### src/tas_pkg.sv
// Package of constants and carrier types for the thermal alarm SMBus target.
package tas_pkg;

	// Register pointer locations on the SMBus.
	localparam logic [7:0] TAS_PTR_RESET = 8'h00;
	localparam logic [7:0] TAS_REG_LOCAL_MSB = 8'h00;
	localparam logic [7:0] TAS_REG_REMOTE_MSB = 8'h01;
	localparam logic [7:0] TAS_REG_STATUS1 = 8'h02;
	localparam logic [7:0] TAS_REG_CFG1_RD = 8'h03;
	localparam logic [7:0] TAS_REG_CFG1_WR = 8'h09;
	localparam logic [7:0] TAS_REG_ROT_LIM_RD = 8'h07;
	localparam logic [7:0] TAS_REG_ROT_LIM_WR = 8'h0D;
	localparam logic [7:0] TAS_REG_ONE_SHOT = 8'h0F;
	localparam logic [7:0] TAS_REG_REMOTE_LSB = 8'h10;
	localparam logic [7:0] TAS_REG_RCRIT = 8'h19;
	localparam logic [7:0] TAS_REG_LOCAL_LIM = 8'h20;
	localparam logic [7:0] TAS_REG_HYST = 8'h21;
	localparam logic [7:0] TAS_REG_LOCAL_LSB = 8'h30;
	localparam logic [7:0] TAS_REG_REMOTE_UMSB = 8'h31;
	localparam logic [7:0] TAS_REG_REMOTE_ULSB = 8'h32;
	localparam logic [7:0] TAS_REG_CFG2 = 8'hBF;

	// Reset values of the writable registers.
	localparam logic [7:0] TAS_CFG1_RESET = 8'h00;
	localparam logic [7:0] TAS_CFG2_RESET = 8'h1F;
	localparam logic [7:0] TAS_ROT_LIM_RESET = 8'h55;
	localparam logic [7:0] TAS_LOCAL_LIM_RESET = 8'h55;
	localparam logic [7:0] TAS_RCRIT_RESET = 8'h6E;
	localparam logic [7:0] TAS_HYST_RESET = 8'h0A;

	// Field positions.
	localparam int TAS_CFG1_STANDBY_BIT = 6;
	localparam int TAS_CFG2_ALARM_SEL_BIT = 0;
	localparam int TAS_ST_BUSY_BIT = 7;
	localparam int TAS_ST_ROT_BIT = 4;
	localparam int TAS_ST_RCRIT_BIT = 3;
	localparam int TAS_ST_FAULT_BIT = 2;
	localparam int TAS_ST_LOCAL_BIT = 0;

	// Diode fault readings: -128.000 signed and +255.875 unsigned.
	localparam logic [15:0] TAS_FAULT_SIGNED = 16'h8000;
	localparam logic [15:0] TAS_FAULT_UNSIGNED = 16'hFFE0;

	// Bus timeout: 35 ms at 125 MHz.
	localparam int TAS_TIMEOUT_MS = 35;
	localparam int TAS_CLK_MHZ = 125;
	localparam int TAS_TIMEOUT_CYC = TAS_TIMEOUT_MS * 1000 * TAS_CLK_MHZ;

	// One conversion result pair from the analog front end.
	typedef struct packed {
		logic [15:0] local_t;
		logic [15:0] remote_t;
		logic fault;
	} tas_conv_s;

	// Open-drain pin: level to drive and output enable, low while driving.
	typedef struct packed {
		logic o;
		logic oe_n;
	} tas_od_s;

	typedef enum logic [2:0] {
		TAS_IDLE, TAS_ADDR, TAS_ACK, TAS_WRBYTE, TAS_RDBYTE, TAS_RDACK, TAS_IGNORE
	} tas_bus_e;

endpackage : tas_pkg

### src/tas_top.sv
// SMBus target with temperature alarm comparators and readout lock.
`timescale 1ns/1ns

// Summary of operation
// Drive critical alarm low when local or remote result exceeds its critical limit.
// Release critical alarm only when both fall below limit minus hysteresis.
// Remote above remote critical limit sets remote critical status flag.
// Local above shared local limit sets local limit status flag.
// Alarms and flags refresh once after each local and remote conversion pair.
// Over-temperature output asserts when either result exceeds its limit, if selected.
// Remote above remote over-temperature limit sets remote over-temperature flag.
// Over-temperature output releases when both fall below limit minus hysteresis.
// Diode fault reports remote as -128.000 signed or +255.875 unsigned.
// Diode fault sets bit D2 of the first status register.
// Register pointer resets to 00 and holds the last value written.
// Master writes address, command byte, then exactly one data byte.
// Read with correct pointer is address byte then returned data byte.
// Different location: address, command, repeated start, address, then data.
// Data bytes travel most significant bit first.
// Acknowledge or not-acknowledge after a read byte are both accepted.
// Remote low byte freezes when high byte is read, unfreezes after low read.
// Bus logic returns to idle if clock or data stays low over 35 ms.
// Master forces timeout by holding clock or data low at least 35 ms.
// A start is recognised anywhere and an address byte is then expected.
// One-shot write in standby launches one conversion then returns to standby.
// One-shot data is discarded and the location always reads zero.
// One-shot starts a conversion only when the standby bit equals 1.
module tas_top #(
	parameter int TIMEOUT_CYC = tas_pkg::TAS_TIMEOUT_CYC,
	parameter logic [6:0] DEV_ADDR = 7'h4C
) (
	// Clock and reset.
	input wire logic clk,
	input wire logic rst_n,
	// SMBus pins.
	input wire logic scl_i,
	input wire logic sda_i,
	output logic sda_o,
	output logic sda_oe_n,
	// Conversion interface to the analog front end.
	input wire logic conv_done,
	input wire tas_pkg::tas_conv_s conv_data,
	output logic conv_start,
	output logic conv_standby,
	// Alarm pins, active low open drain.
	output logic crit_o,
	output logic crit_oe_n,
	output logic overtemp_alarm_out,
	output logic overtemp_oe_n
);
	import tas_pkg::*;

	typedef struct packed {
		logic [1:0] scl_s;
		logic [1:0] sda_s;
		logic scl_d;
		logic sda_d;
		tas_bus_e st;
		logic [2:0] bitc;
		logic got8; // A whole byte has been shifted in since the last start or ack.
		logic [7:0] sh;
		logic rw;
		logic got_cmd;
		logic [7:0] pointer_bits;
		// Cycles without both lines high; a legal frame always returns to both high.
		logic [31:0] low_cnt;
		logic sda_drv;
		logic [7:0] cfg1;
		logic [7:0] cfg2;
		logic [7:0] rot_lim;
		logic [7:0] loc_lim;
		logic [7:0] rcrit_lim;
		logic [7:0] hyst;
		logic [15:0] loc_t;
		logic [15:0] rem_t;
		logic [15:0] rem_u;
		logic fault;
		logic [7:0] lsb_frz;
		logic [7:0] ulsb_frz;
		logic lock;
		logic crit;
		logic ot;
		logic remote_critical_flag;
		logic remote_overtemp_flag;
		logic local_limit_flag;
		logic busy;
		logic start;
		// Registered pin images, so no output passes through logic after its flop.
		tas_od_s sda_pin;
		tas_od_s crit_pin;
		tas_od_s ot_pin;
	} tas_state_s;

	tas_state_s s_r;
	tas_state_s s_nxt;

	// Integer degree part of a reading, saturated at zero for negative signed values.
	function automatic logic [8:0] tas_deg(input logic [15:0] t, input logic unsgn);
		if (!unsgn && t[15])
			tas_deg = 9'h000;
		else
			tas_deg = {1'b0, t[15:8]};
	endfunction : tas_deg

	// Above test: strictly greater than the limit.
	function automatic logic tas_above(input logic [8:0] d, input logic [7:0] lim);
		tas_above = d > {1'b0, lim};
	endfunction : tas_above

	// Below test against limit minus hysteresis; a limit under the hysteresis never releases.
	function automatic logic tas_below(input logic [8:0] d, input logic [7:0] lim,
			input logic [7:0] h);
		tas_below = ({1'b0, lim} >= {1'b0, h}) && (d < ({1'b0, lim} - {1'b0, h}));
	endfunction : tas_below

	// Register read multiplexer.
	function automatic logic [7:0] tas_rd(input tas_state_s s);
		case (s.pointer_bits)
			TAS_REG_LOCAL_MSB: tas_rd = s.loc_t[15:8];
			TAS_REG_LOCAL_LSB: tas_rd = s.loc_t[7:0];
			TAS_REG_REMOTE_MSB: tas_rd = s.rem_t[15:8];
			TAS_REG_REMOTE_LSB: tas_rd = s.lsb_frz;
			TAS_REG_REMOTE_UMSB: tas_rd = s.rem_u[15:8];
			TAS_REG_REMOTE_ULSB: tas_rd = s.ulsb_frz;
			TAS_REG_STATUS1: begin
				// Unused status bits read as zero.
				tas_rd = 8'h00;
				tas_rd[TAS_ST_BUSY_BIT] = s.busy;
				tas_rd[TAS_ST_ROT_BIT] = s.remote_overtemp_flag;
				tas_rd[TAS_ST_RCRIT_BIT] = s.remote_critical_flag;
				tas_rd[TAS_ST_FAULT_BIT] = s.fault;
				tas_rd[TAS_ST_LOCAL_BIT] = s.local_limit_flag;
			end
			TAS_REG_CFG1_RD, TAS_REG_CFG1_WR: tas_rd = s.cfg1;
			TAS_REG_CFG2: tas_rd = s.cfg2;
			TAS_REG_ROT_LIM_RD, TAS_REG_ROT_LIM_WR: tas_rd = s.rot_lim;
			TAS_REG_RCRIT: tas_rd = s.rcrit_lim;
			TAS_REG_LOCAL_LIM: tas_rd = s.loc_lim;
			TAS_REG_HYST: tas_rd = s.hyst;
			default: tas_rd = 8'h00; // One-shot and unmapped read zero.
		endcase
	endfunction : tas_rd

	logic scl;
	logic sda;
	logic scl_rise;
	logic scl_fall;
	logic start_c;
	logic stop_c;
	logic [8:0] ld;
	logic [8:0] rd;
	logic [7:0] rd_byte;

	// Edge and condition detect on the second synchroniser stage only.
	assign scl = s_r.scl_s[1];
	assign sda = s_r.sda_s[1];
	assign scl_rise = scl && !s_r.scl_d;
	assign scl_fall = !scl && s_r.scl_d;
	assign start_c = scl && s_r.scl_d && !sda && s_r.sda_d;
	assign stop_c = scl && s_r.scl_d && sda && !s_r.sda_d;
	assign ld = tas_deg(conv_data.local_t, 1'b0);
	assign rd = tas_deg(conv_data.remote_t, 1'b1);
	// Byte the pointer selects, loaded into the shifter at the start of a read byte.
	assign rd_byte = tas_rd(s_r);

	// Next-state logic for the bus engine, registers and comparators.
	always_comb begin
		s_nxt = s_r;
		s_nxt.scl_s = {s_r.scl_s[0], scl_i};
		s_nxt.sda_s = {s_r.sda_s[0], sda_i};
		s_nxt.scl_d = scl;
		s_nxt.sda_d = sda;
		s_nxt.start = 1'b0;

		// Low-time watchdog; the counter saturates so a held line cannot wrap it.
		if (scl && sda)
			s_nxt.low_cnt = '0;
		else if (s_r.low_cnt < 32'(TIMEOUT_CYC))
			s_nxt.low_cnt = s_r.low_cnt + 32'd1;

		if (start_c) begin
			s_nxt.st = TAS_ADDR;
			s_nxt.bitc = 3'd0;
			s_nxt.sda_drv = 1'b0;
			s_nxt.got_cmd = 1'b0;
			s_nxt.got8 = 1'b0;
		end else if (stop_c || s_r.low_cnt >= 32'(TIMEOUT_CYC)) begin
			s_nxt.st = TAS_IDLE;
			s_nxt.sda_drv = 1'b0;
		end else begin
			case (s_r.st)
				TAS_ADDR, TAS_WRBYTE: begin
					if (scl_rise) begin
						s_nxt.sh = {s_r.sh[6:0], sda};
						s_nxt.bitc = s_r.bitc + 3'd1;
						// The eighth rising edge completes the byte; the fall after a start does not.
						if (s_r.bitc == 3'd7)
							s_nxt.got8 = 1'b1;
					end
					if (scl_fall && s_r.got8 && s_r.st == TAS_ADDR && s_r.sh[7:1] == DEV_ADDR) begin
						s_nxt.rw = s_r.sh[0];
						s_nxt.sda_drv = 1'b1;
						s_nxt.st = TAS_ACK;
					end else if (scl_fall && s_r.got8 && s_r.st == TAS_ADDR) begin
						s_nxt.st = TAS_IGNORE;
					end else if (scl_fall && s_r.got8) begin
						s_nxt.sda_drv = 1'b1;
						s_nxt.st = TAS_ACK;
						if (!s_r.got_cmd) begin
							s_nxt.pointer_bits = s_r.sh;
							s_nxt.got_cmd = 1'b1;
						end else begin
							// Single data byte goes to the pointed register.
							case (s_r.pointer_bits)
								TAS_REG_CFG1_RD, TAS_REG_CFG1_WR: s_nxt.cfg1 = s_r.sh;
								TAS_REG_CFG2: s_nxt.cfg2 = s_r.sh;
								TAS_REG_ROT_LIM_RD, TAS_REG_ROT_LIM_WR: s_nxt.rot_lim = s_r.sh;
								TAS_REG_RCRIT: s_nxt.rcrit_lim = s_r.sh;
								TAS_REG_LOCAL_LIM: s_nxt.loc_lim = {1'b0, s_r.sh[6:0]};
								TAS_REG_HYST: s_nxt.hyst = {3'b000, s_r.sh[4:0]};
								TAS_REG_ONE_SHOT: // Data discarded.
									s_nxt.start = s_r.cfg1[TAS_CFG1_STANDBY_BIT] && !s_r.busy;
								default: ;
							endcase
						end
					end
				end
				// Ninth clock: hold the acknowledge, then turn to the next byte.
				TAS_ACK: begin
					if (scl_fall) begin
						s_nxt.bitc = 3'd0;
						s_nxt.got8 = 1'b0;
						if (s_r.rw) begin
							s_nxt.sh = rd_byte;
							s_nxt.sda_drv = !rd_byte[7];
							s_nxt.st = TAS_RDBYTE;
							// High byte read freezes low bytes, low byte read frees them.
							if (s_r.pointer_bits == TAS_REG_REMOTE_MSB ||
									s_r.pointer_bits == TAS_REG_REMOTE_UMSB)
								s_nxt.lock = 1'b1;
							else if (s_r.pointer_bits == TAS_REG_REMOTE_LSB ||
									s_r.pointer_bits == TAS_REG_REMOTE_ULSB)
								s_nxt.lock = 1'b0;
						end else begin
							s_nxt.sda_drv = 1'b0;
							s_nxt.st = TAS_WRBYTE;
						end
					end
				end
				// Shift out on each falling edge so data settles while the clock is low.
				TAS_RDBYTE: begin
					if (scl_fall) begin
						s_nxt.bitc = s_r.bitc + 3'd1;
						s_nxt.sh = {s_r.sh[6:0], 1'b0};
						s_nxt.sda_drv = (s_r.bitc == 3'd7) ? 1'b0 : !s_r.sh[6];
						if (s_r.bitc == 3'd7)
							s_nxt.st = TAS_RDACK;
					end
				end
				TAS_RDACK: begin
					// Acknowledge repeats the byte; not-acknowledge ends the read.
					if (scl_rise)
						s_nxt.st = sda ? TAS_IGNORE : TAS_ACK;
				end
				default: ;
			endcase
		end

		// Low bytes track the readings until a high-byte read freezes them.
		if (!s_r.lock) begin
			s_nxt.lsb_frz = s_r.rem_t[7:0];
			s_nxt.ulsb_frz = s_r.rem_u[7:0];
		end

		// Result pair arrival refreshes readings, flags and alarm outputs.
		if (conv_done) begin
			s_nxt.busy = 1'b0;
			s_nxt.loc_t = conv_data.local_t;
			s_nxt.fault = conv_data.fault;
			s_nxt.rem_t = conv_data.fault ? TAS_FAULT_SIGNED : conv_data.remote_t;
			s_nxt.rem_u = conv_data.fault ? TAS_FAULT_UNSIGNED : conv_data.remote_t;
			s_nxt.remote_critical_flag = tas_above(rd, s_r.rcrit_lim);
			s_nxt.remote_overtemp_flag = tas_above(rd, s_r.rot_lim);
			s_nxt.local_limit_flag = tas_above(ld, s_r.loc_lim);
			if (tas_above(ld, s_r.loc_lim) || tas_above(rd, s_r.rcrit_lim))
				s_nxt.crit = 1'b1;
			else if (tas_below(ld, s_r.loc_lim, s_r.hyst) && tas_below(rd, s_r.rcrit_lim, s_r.hyst))
				s_nxt.crit = 1'b0;
			if (tas_above(ld, s_r.loc_lim) || tas_above(rd, s_r.rot_lim))
				s_nxt.ot = 1'b1;
			else if (tas_below(ld, s_r.loc_lim, s_r.hyst) && tas_below(rd, s_r.rot_lim, s_r.hyst))
				s_nxt.ot = 1'b0;
		end
		// A request in the cycle of an arriving pair stays pending: the set wins.
		if (s_nxt.start)
			s_nxt.busy = 1'b1;

		// Pin images follow the next state, so pin timing matches the state register.
		s_nxt.sda_pin.o = 1'b0;
		s_nxt.sda_pin.oe_n = !s_nxt.sda_drv;
		s_nxt.crit_pin.o = 1'b0;
		s_nxt.crit_pin.oe_n = !s_nxt.crit;
		s_nxt.ot_pin.o = 1'b0;
		// The shared pin only drives while it is selected as the alarm output.
		s_nxt.ot_pin.oe_n = !(s_nxt.ot && !s_nxt.cfg2[TAS_CFG2_ALARM_SEL_BIT]);
	end

	// State register; all fields take constants under reset.
	always_ff @(posedge clk or negedge rst_n) begin
		if (!rst_n) begin
			s_r <= '0;
			s_r.scl_s <= 2'b11;
			s_r.sda_s <= 2'b11;
			s_r.scl_d <= 1'b1;
			s_r.sda_d <= 1'b1;
			s_r.st <= TAS_IDLE;
			s_r.pointer_bits <= TAS_PTR_RESET;
			s_r.cfg1 <= TAS_CFG1_RESET;
			s_r.cfg2 <= TAS_CFG2_RESET;
			s_r.rot_lim <= TAS_ROT_LIM_RESET;
			s_r.loc_lim <= TAS_LOCAL_LIM_RESET;
			s_r.rcrit_lim <= TAS_RCRIT_RESET;
			s_r.hyst <= TAS_HYST_RESET;
			// All pins released while reset is low.
			s_r.sda_pin.oe_n <= 1'b1;
			s_r.crit_pin.oe_n <= 1'b1;
			s_r.ot_pin.oe_n <= 1'b1;
		end else begin
			s_r <= s_nxt;
		end
	end

	// Every output is a flip-flop of the state record.
	assign sda_o = s_r.sda_pin.o;
	assign sda_oe_n = s_r.sda_pin.oe_n;
	assign crit_o = s_r.crit_pin.o;
	assign crit_oe_n = s_r.crit_pin.oe_n;
	assign overtemp_alarm_out = s_r.ot_pin.o;
	assign overtemp_oe_n = s_r.ot_pin.oe_n;
	assign conv_start = s_r.start;
	assign conv_standby = s_r.cfg1[TAS_CFG1_STANDBY_BIT];

endmodule : tas_top

### config.mk
export PLATFORM = sky130hd
export DESIGN_NAME = tas_top
export DESIGN_NICKNAME = d
export VERILOG_FILES = /design/src/tas_pkg.sv /design/src/tas_top.sv
export SDC_FILE = /design/constraint.sdc
export NUM_CORES = 1
export LEC_CHECK = 0
export BUFFER_PORTS_ARGS = -buffer_cell sky130_fd_sc_hd__buf_2
export CAP_MARGIN = 20
export CORE_MARGIN = 4
export CORE_UTILIZATION = 50
export DETAILED_ROUTE_END_ITERATION = 16
export PLACE_DENSITY = 0.68
export SYNTH_ARGS = -nofsm -noshare
export SYNTH_HDL_FRONTEND = slang
export SYNTH_SLANG_ARGS = --single-unit
### constraint.sdc
create_clock -name clk -period 4.7 [get_ports clk]
set_input_delay 0.705 -clock clk [delete_from_list [all_inputs] [get_ports clk]]
set_output_delay 0.705 -clock clk [all_outputs]
set_load 0.02 [all_outputs]
# Word level (Yosys, flattened, before mapping)
# Cells that the tools add are included.
[classes]
n_addsub = 5
magnitude_cmp = 11
eq_ne = 38
muxes = 70
bitwise = 5
n_reduce_logical = 61
[op_table]
columns = ["op", "n"]
rows = [
  ["$mux W33", 4],
  ["$pmux W8 S13", 1],
  ["$mux W49", 2],
  ["$mux W32", 2],
  ["$mux W8", 7],
  ["$mux W48", 1],
  ["$reduce_and A8 Y1", 6],
  ["$eq A8 B6 Y1 const B", 5],
  ["$add A32 B1 Y32 const B", 1],
  ["$ge A32 B23 Y1 const B", 1],
  ["$lt A32 B23 Y1 const B", 1],
  ["$mux W16", 2],
  ["$mux W9", 3],
  ["$mux W1", 25],
  ["$eq A8 B4 Y1 const B", 3],
  ["$mux W3", 8],
  ["$pmux W8 S3", 1],
  ["$mux W22", 1],
  ["$mux W7", 3],
  ["$logic_and A1 B1 Y1", 18],
  ["$lt A8 B9 Y1", 2],
  ["$sub A8 B5 Y9", 2],
  ["$eq A8 B2 Y1 const B", 2],
  ["$eq A8 B5 Y1 const B", 2],
  ["other kinds (40)", 87],
]
[word_totals]
register_bits = 184
input_bits = 38
elab_cells = 227

# Logic depth before layout (Yosys ltp)
# Gate-level depths: netlist (run 1).
[depth]
depth_word = 13
depth_mapped = 16
ltp_nobuf = 16

# Worst setup path after synthesis (run 1)
# OpenSTA, ideal clock, no wires.
[synth_path]
kind = "register to register"
start = "reg s_r[80] in the netlist's numbering"
end = "reg s_r[11] in the netlist's numbering"
setup_time_ns = 0.124
arrival_time_ns = 3.198
t_required_ns = 4.576
slack_ns = 1.378
stages_incl_launch_ff = 15
n_path_buf = 0
synth_period_minus_slack_ns = 3.322
cell_sequence = "dfstp_2 > inv_1 > ha_1 > nor2b_1 > o21ai_0 > a21oi_1 > nor2_1 > xnor2_1 > ha_1 > nand3_1 > nor2_1 > o31a_1 > o32a_1 > o41a_1 > or2_1"
[synth_lines]
columns = ["element", "line", "rtl"]
rows = [
  ["from (decl)", "tas_top.sv:94", "tas_state_s s_r;"],
  ["from (signal assigned)", "tas_top.sv:329", "s_r <= s_nxt;"],
]

==> impl_metrics.ini, run 1 <==
[grt]
grt_pass1_wl_microns = 42300
grt_start_max_net_pins = 100
grt_remaining_overflow = 0
grt_pass1_vias = 7581
grt_use_total_pct = 24.1
grt_antenna_before_repair = 0

[synth]
synth_seq_area_share_pct = 42.6
post_synth_xor_area_fraction_pct = 2.48
synth.top_cells.by_area = sky130_fd_sc_hd__dfrtp_1 (35%), sky130_fd_sc_hd__mux2_2 (9.9%), sky130_fd_sc_hd__ha_1 (7.6%)
fraction_of_registers_with_async_set_or_reset_after_synthesis_pct = 100
synth_largest_area_cell = sky130_fd_sc_hd__dfrtp_1
gate_count_of_the_mapped_netlist = 1005
synth_adder_area_share_pct = 8.16
synth_edf_count = 0
synth_top_flop_cell = sky130_fd_sc_hd__dfrtp_1
synth_compound_area_share_pct = 13.6
synth.top_cell.area_share_pct = 35.2
main_combinational_cell_family_by_area_after_synthesis = simple AND/OR/NAND/NOR gates
yosys_warnings = 0
yosysUniqueCellTypes = 81
post_synthesis_instance_area_sq_mm = 0.0102
synth.mux.area_fraction_pct = 11.8
post_synth.cell_area_avg_sq_um = 10.2
flop_and_latch_count_out_of_synthesis = 173
synth_simple_gate_area_share_pct = 16.5

[drt]
viasPerCell = 5.98
num_vias = 7786
drt_pass1_iterations = 5
postRouteAntennaNets = 0
routed_wl_microns = 26100
detailedRoute.firstIterationViolations = 691
per_cell_routed_wire_length_microns = 20.0
drc = 0

[sta]
report.final.setup_viol = 0
final_critical_path_setup_slack_ns = 1.01
maxClockFrequency_ghz = 0.271
final.setup.tns_ns = 0
unrepaired_setup_endpoints_after_global_routing = no
timing.final.max_slew_violations = 0
finalClockSkew_ns = 0.0107
layout_min_cycle_time_ns = 3.69
final_min_period_over_clock_period_pct = 78.6
finalHoldViolCount = 0
tightestPinTransition_ns = 0.997
timing.slew.headroom_pct = 32.6

[die]
starting_density_of_the_core_pct = 50.8
die_area_sq_mm = 0.0228
die-height_microns = 151
die_width_microns = 151
boundaryPins = 46
std_cell_rows = 52
core_footprint_sq_mm = 0.0202

[layout]
post_route_cells_drive_above_1_share_pct = 21.3
antenna-diode-count = 0
num-nets-final = 1123
layout-area-overhead-vs-synth_pct = 9.43

[cts]
number_of_gates_resized_after_cts = 0
numCtsBuffers = 17
cts_hold_buffers = 0
root_buffer_master = sky130_fd_sc_hd__clkbuf_16
cts.sink_count = 173
cts_max_path_buffers = 2
path_clk_slew_ns = 0.07
cts_htree_levels = 4
post_cts_setup_repair_buffer_count = 0
clock_insertion_delay_worst_skew_ns = 0.44
clock_tree_from_tritoncts = done

[worst_setup_path]
critical-path-slowest-cell = sky130_fd_sc_hd__dfstp_2
biggest_fanout_along_the_worst_timing_path = 5
kind_of_critical_path = flip-flop to flip-flop
r2r_slack_ns = 1.01
crit_path_max_incr_delay_ns = 0.61
path_buf_inv = 1
regToRegEndpoint = s_r[11]$_DFF_PN0_
cp_data_arrival_time_ns = 4.01
ff2ff_path_depth = 14
worst_setup_path_end_kind = flip-flop
timing.rr.start = s_r[80]$_DFFE_PN1P_
required_ns = 5.01
critical_path.cell_chain = inv_1 > ha_1 > nor2b_1 > o21ai_0 > a21oi_1 > nor2_1 > xnor2_1 > ha_1 > nand3_1 > nor2_1 > o31a_1 > o32a_1 > o41a_1 > or2_1
crit_family = compound AO/OA/AOI/OAI gates
crit_path_start_kind = flip-flop

[power_and_ir_drop]
pwr-share-clk_pct = 29.7
power.static_leakage_nw = 4.92
seq_power_share_pct = 41.8
powerDensity_mw_per_mm2 = 429
power.internal_mw = 3.03
p_sw_mw = 1.78
power_switching_share_pct = 37.1
power.combinational.fraction_pct = 28.5
ir_drop_v = 0.000290

[run]
cap_violations = 0

[placement]
io_buffer_count = 42
post_detail_place_hpwl_microns = 18800
dp_worst_setup_slack_ns = 1.05
place_congestion = 0.917

[status]
result_of_the_run = completed

[hold_path]
worstHoldPathType = input port to async pin
==> power by group through the flow <==
| stage | sequential (mW) | clock, mW | combinational (mW) |
|---|---|---|---|
| 2_1_floorplan | 1.77 | 0 | 1.18 |
| 3_3_place_gp | 2.03 | 0 | 1.32 |
| 3_5_place_dp | 2.03 | 0 | 1.34 |
| 4_1_cts | 2.00 | 1.44 | 1.36 |
| 5_1_grt | 2.04 | 1.51 | 1.51 |
| 6_report | 2.01 | 1.43 | 1.37 |
==> worst max-delay path by stage <==
stage,from,endpoint,slack [ns],depth (start not counted)
2_1_floorplan,s_r[80]$_DFFE_PN1P_,s_r[11]$_DFF_PN0_,1.38,14
3_3_place_gp,s_r[80]$_DFFE_PN1P_,s_r[11]$_DFF_PN0_,1.20,14
3_5_place_dp,s_r[80]$_DFFE_PN1P_,s_r[11]$_DFF_PN0_,1.05,14
4_1_cts,s_r[80]$_DFFE_PN1P_,s_r[11]$_DFF_PN0_,1.03,14
5_1_grt,s_r[80]$_DFFE_PN1P_,s_r[11]$_DFF_PN0_,0.83,14
6_report,s_r[80]$_DFFE_PN1P_,s_r[11]$_DFF_PN0_,1.01,14
==> sequential cells by signal, indices dropped and copies added, names as in the netlist, named ones only <==
register       cells
crit_oe_n          1
sda_oe_n           1
overtemp_oe_n      1
s_nxt              4
conv_standby       1
s_r              163
conv_start         1
==> synth_stat cells, types with 9 or more instances <==
cell	count
sky130_fd_sc_hd__buf_2	15
sky130_fd_sc_hd__dfstp_2	29
sky130_fd_sc_hd__o21ai_0	55
sky130_fd_sc_hd__nand3b_1	9
sky130_fd_sc_hd__and3_1	12
sky130_fd_sc_hd__dfrtp_1	144
sky130_fd_sc_hd__o22a_1	10
sky130_fd_sc_hd__nand4_1	23
sky130_fd_sc_hd__nand3_1	38
sky130_fd_sc_hd__or3_1	18
sky130_fd_sc_hd__nor2b_1	24
sky130_fd_sc_hd__inv_1	62
sky130_fd_sc_hd__xor2_1	12
sky130_fd_sc_hd__ha_1	62
sky130_fd_sc_hd__a22o_1	9
sky130_fd_sc_hd__mux2_2	90
sky130_fd_sc_hd__nand2b_1	15
sky130_fd_sc_hd__nor3_1	10
sky130_fd_sc_hd__a21oi_1	51
sky130_fd_sc_hd__clkbuf_1	30
sky130_fd_sc_hd__xnor2_1	17
sky130_fd_sc_hd__and2_1	19
sky130_fd_sc_hd__nor2_1	46
sky130_fd_sc_hd__nand2_1	52
==> metrics by stage <==
step / total power [mW] / area, sq um / utilization, % / cells / hold WS [ns]
2_1_floorplan: 2.95 / 10300 / - / 1007 / 0.345
3_3_place_gp: 3.36 / 10600 / 52.6 / 1270 / 0.346
3_5_place_dp: 3.38 / 10600 / 52.6 / 1270 / 0.347
4_1_cts: 4.80 / 11200 / 55.6 / 1301 / 0.350
5_1_grt: 5.06 / 11200 / 55.6 / 1302 / 0.354
6_report: 4.81 / 11200 / 55.6 / 1302 / 0.348
==> worst register-to-register path, stage by stage (launching register included) <==
cell                      delay [ns]
sky130_fd_sc_hd__dfstp_2        0.61
sky130_fd_sc_hd__inv_1          0.14
sky130_fd_sc_hd__ha_1           0.33
sky130_fd_sc_hd__nor2b_1        0.13
sky130_fd_sc_hd__o21ai_0        0.25
sky130_fd_sc_hd__a21oi_1        0.14
sky130_fd_sc_hd__nor2_1         0.13
sky130_fd_sc_hd__xnor2_1        0.14
sky130_fd_sc_hd__ha_1           0.26
sky130_fd_sc_hd__nand3_1        0.09
sky130_fd_sc_hd__nor2_1         0.06
sky130_fd_sc_hd__o31a_1         0.28
sky130_fd_sc_hd__o32a_1         0.38
sky130_fd_sc_hd__o41a_1         0.43
sky130_fd_sc_hd__or2_1          0.21
==> placed cells by master, fill, tap and decap left out, types with 6 or more instances in the layout <==
master,n
sky130_fd_sc_hd__mux2_4,8
sky130_fd_sc_hd__o21ai_0,55
sky130_fd_sc_hd__buf_4,7
sky130_fd_sc_hd__nand3_1,38
sky130_fd_sc_hd__mux2i_1,8
sky130_fd_sc_hd__inv_1,62
sky130_fd_sc_hd__nor2b_1,24
sky130_fd_sc_hd__nor2_1,46
sky130_fd_sc_hd__nand2_1,52
sky130_fd_sc_hd__and3_1,12
sky130_fd_sc_hd__dfrtp_1,144
sky130_fd_sc_hd__nand3b_1,9
sky130_fd_sc_hd__a22o_1,9
sky130_fd_sc_hd__o22a_1,10
sky130_fd_sc_hd__nand4_1,23
sky130_fd_sc_hd__o21ai_1,8
sky130_fd_sc_hd__nand2b_1,15
sky130_fd_sc_hd__a21oi_1,51
sky130_fd_sc_hd__dfstp_2,29
sky130_fd_sc_hd__nor3_1,10
sky130_fd_sc_hd__xor2_1,12
sky130_fd_sc_hd__ha_1,62
sky130_fd_sc_hd__or3_1,18
sky130_fd_sc_hd__buf_2,41
sky130_fd_sc_hd__clkbuf_16,17
sky130_fd_sc_hd__o211ai_1,7
sky130_fd_sc_hd__mux2_2,90
sky130_fd_sc_hd__a22oi_1,6
sky130_fd_sc_hd__and2_1,19
sky130_fd_sc_hd__nor4_1,6
sky130_fd_sc_hd__xnor2_1,17
==> routing by layer <==
layer	GRT usage (%)	wire length [microns]	vias up
met5	0	0	-
met1	34.5	12300	3835
li1	-	-	3680
met4	9.75	866	0
met2	36.7	11700	210
met3	3.71	1220	61
==> layout make-up <==
class	instances	area (sq um)
well taps	270	338
multi-input cells	716	5410
clock buffers	20	467
fillers	1778	8960
flip-flops and latches	173	4370
repair buffers	50	274
clock inverters	11	128
inverters	62	233
==> cells by family after synthesis <==
logic type,count (synthesis)
other,1
adders and majority gates,65
muxes,106
AOI/OAI and AO/OA,210
buffers and inverters,118
DFF,173
xor gates and xnor gates,29
and+or+nand+nor,303
No activity file was read; power rests on OpenSTA's default activity.
==> inputs of run 2 (changes only) <==
ABC_AREA = 1   (was default)
PLACE_DENSITY = 0.71   (was 0.68)
clock period = 3.2 ns   (was 4.7 ns; I/O delays follow)
==> impl_metrics.ini, run 2 <==
[hold_path]
worstHoldPathType = input port to async pin

[worst_setup_path]
worst_setup_path_end_kind = flip-flop
required_ns = 3.52
ff2ff_path_depth = 14
cp_data_arrival_time_ns = 3.16
r2r_slack_ns = 0.36
kind_of_critical_path = flip-flop to flip-flop
timing.rr.start = s_r[80]$_DFFE_PN1P_
crit_path_start_kind = flip-flop
biggest_fanout_along_the_worst_timing_path = 5

[cts]
cts_max_path_buffers = 2
root_buffer_master = sky130_fd_sc_hd__clkbuf_16
clock_tree_from_tritoncts = done
post_cts_setup_repair_buffer_count = 0
cts_htree_levels = 4
path_clk_slew_ns = 0.07
numCtsBuffers = 17
cts_hold_buffers = 0
number_of_gates_resized_after_cts = 0
clock_insertion_delay_worst_skew_ns = 0.44
cts.sink_count = 173

[die]
starting_density_of_the_core_pct = 50.6
boundaryPins = 46
die_width_microns = 151
core_footprint_sq_mm = 0.0202
die_area_sq_mm = 0.0228
die-height_microns = 151
std_cell_rows = 52

[layout]
most-common-layout-cells = sky130_fd_sc_hd__nand2_1 (338), sky130_fd_sc_hd__inv_1 (171), sky130_fd_sc_hd__dfrtp_1 (144)
antenna-diode-count = 0
fin_util_pct = 56.1
multi_input_area_sq_mm = 0.00504
largest_register_ff_count = 163
fillCellCount = 1945
regArea_sq_mm = 0.00437
num-nets-final = 1489
largest_register = s_r
layout-area-overhead-vs-synth_pct = 10.8
layout_commonest_cell = sky130_fd_sc_hd__nand2_1
post_route_cells_drive_above_1_share_pct = 10.7

[drt]
detailedRoute.firstIterationViolations = 676
per_cell_routed_wire_length_microns = 16.3
drc = 0
postRouteAntennaNets = 0
num_vias = 9042
routed_wl_microns = 27300
drt_pass1_iterations = 7
viasPerCell = 5.42

[power_and_ir_drop]
power.static_leakage_nw = 5.47
powerDensity_mw_per_mm2 = 595
ir_drop_v = 0.000568

[synth]
flop_and_latch_count_out_of_synthesis = 173
synth.top_cell.area_share_pct = 35.3
fraction_of_registers_with_async_set_or_reset_after_synthesis_pct = 100
yosysUniqueCellTypes = 48
synth.top_cells.by_area = sky130_fd_sc_hd__dfrtp_1 (35%), sky130_fd_sc_hd__nand2_1 (12%), sky130_fd_sc_hd__ha_1 (7.6%)
yosys_warnings = 0
gate_count_of_the_mapped_netlist = 1337
post_synthesis_instance_area_sq_mm = 0.0102
synth_seq_area_share_pct = 42.7
synth.most_common_cell = sky130_fd_sc_hd__nand2_1
synth_top_flop_cell = sky130_fd_sc_hd__dfrtp_1
synth_edf_count = 0
most_instantiated_cells_after_synthesis = sky130_fd_sc_hd__nand2_1 (338), sky130_fd_sc_hd__inv_1 (171), sky130_fd_sc_hd__dfrtp_1 (144)
post_synth.cell_area_avg_sq_um = 7.64
synth_largest_area_cell = sky130_fd_sc_hd__dfrtp_1

[sta]
layout_min_cycle_time_ns = 2.84
final_min_period_over_clock_period_pct = 88.6
finalHoldViolCount = 0
tightestPinTransition_ns = 0.734
unrepaired_setup_endpoints_after_global_routing = no
timing.slew.headroom_pct = 51.1
maxClockFrequency_ghz = 0.353
finalClockSkew_ns = 0.0122
final_critical_path_setup_slack_ns = 0.364
report.final.setup_viol = 0
timing.final.max_slew_violations = 0
hold_ws_ns = 0.0507
final.setup.tns_ns = 0

[grt]
grt_antenna_before_repair = 0
grt_remaining_overflow = 0
grt_pass1_vias = 8332
grt_use_total_pct = 25.0
grt_pass1_wl_microns = 44000
grt_start_max_net_pins = 74

[placement]
place_congestion = 0.927
post_detail_place_hpwl_microns = 20400
dp_worst_setup_slack_ns = 0.209
io_buffer_count = 42

[run]
cap_violations = 0

[status]
result_of_the_run = completed
[run 2: cell count changes after synthesis, sizes merged, moves of 13 or more]
cell    delta
or3       -18
nor2b     -24
buf       -13
nor2     +105
o21ai     +72
nand3     +43
mux2      -98
and2      -20
nand2b    -15
nor3      +14
nand2    +298
inv      +115
clkbuf    -17
[run 2: cells by family after synthesis]
logic type | share of synthesized area, %
compound gates | 12.4
xor+xnor | 1.54
fa+ha+maj | 8.18
buf+inv | 8.00
flops | 42.7
other cells | 0.0367
simple gates | 27.1
[run 2: layout make-up]
| type | count | share of cell area [%] |
|---|---|---|
| multi-input cells | 961 | 44.6 |
| well taps | 270 | 2.99 |
| flip-flops and latches | 173 | 38.6 |
| inverters | 179 | 5.94 |
| repair buffers | 54 | 2.82 |
| clock buffers | 22 | 4.19 |
| clock inverters | 10 | 0.918 |
[run 2: power breakdown]
| part | total (mW) | switching [mW] | internal (mW) |
|---|---|---|---|
| registers | 2.66 | 0.199 | 2.47 |
| clock network | 2.05 | 0.897 | 1.15 |
| logic | 2.02 | 1.41 | 0.611 |
[run 2: metrics by stage]
stage                     cell area (sq um)  instances  power (mW)
after floorplan                       10200       1339        3.99
final                                 11300       1669        6.73
after global routing                  11300       1669        7.14
after detailed placement              10700       1637        4.68
after global placement                10700       1637        4.63
after CTS                             11300       1669        6.74
[run 2: worst max-delay path by stage]
stage / from / endpoint / slack [ns]
floorplan: s_r[95]$_DFFE_PN1P_ / s_r[11]$_DFF_PN0_ / 0.60
global placement: s_r[95]$_DFFE_PN1P_ / s_r[11]$_DFF_PN0_ / 0.24
detailed placement: s_r[95]$_DFFE_PN1P_ / s_r[11]$_DFF_PN0_ / 0.21
CTS: s_r[95]$_DFFE_PN1P_ / s_r[11]$_DFF_PN0_ / 0.18
global route: s_r[80]$_DFFE_PN1P_ / s_r[11]$_DFF_PN0_ / 0.08
finish: s_r[80]$_DFFE_PN1P_ / flip-flop / 0.36
[run 2: worst max-delay path: stages (launching register included)]
cell	delay, ns
sky130_fd_sc_hd__dfstp_2	0.60
sky130_fd_sc_hd__inv_1	0.15
sky130_fd_sc_hd__fa_1	0.48
sky130_fd_sc_hd__nand3_1	0.08
sky130_fd_sc_hd__nand2_1	0.11
sky130_fd_sc_hd__a21oi_1	0.18
sky130_fd_sc_hd__xor2_1	0.16
sky130_fd_sc_hd__ha_1	0.26
sky130_fd_sc_hd__a21o_1	0.17
sky130_fd_sc_hd__nand3_1	0.09
sky130_fd_sc_hd__nand2_1	0.05
sky130_fd_sc_hd__nor2_1	0.12
sky130_fd_sc_hd__nand2_1	0.08
sky130_fd_sc_hd__o21ai_0	0.16
sky130_fd_sc_hd__nand2_1	0.06
[run 2: metal layers]
layer  up-vias  wire (microns)  GRT usage [%]
met5         -               0              0
met4         0             968           10.2
met3        59            1790           4.10
met2       319           12000           37.9
met1      4222           12500           35.7
li1       4442               -              -
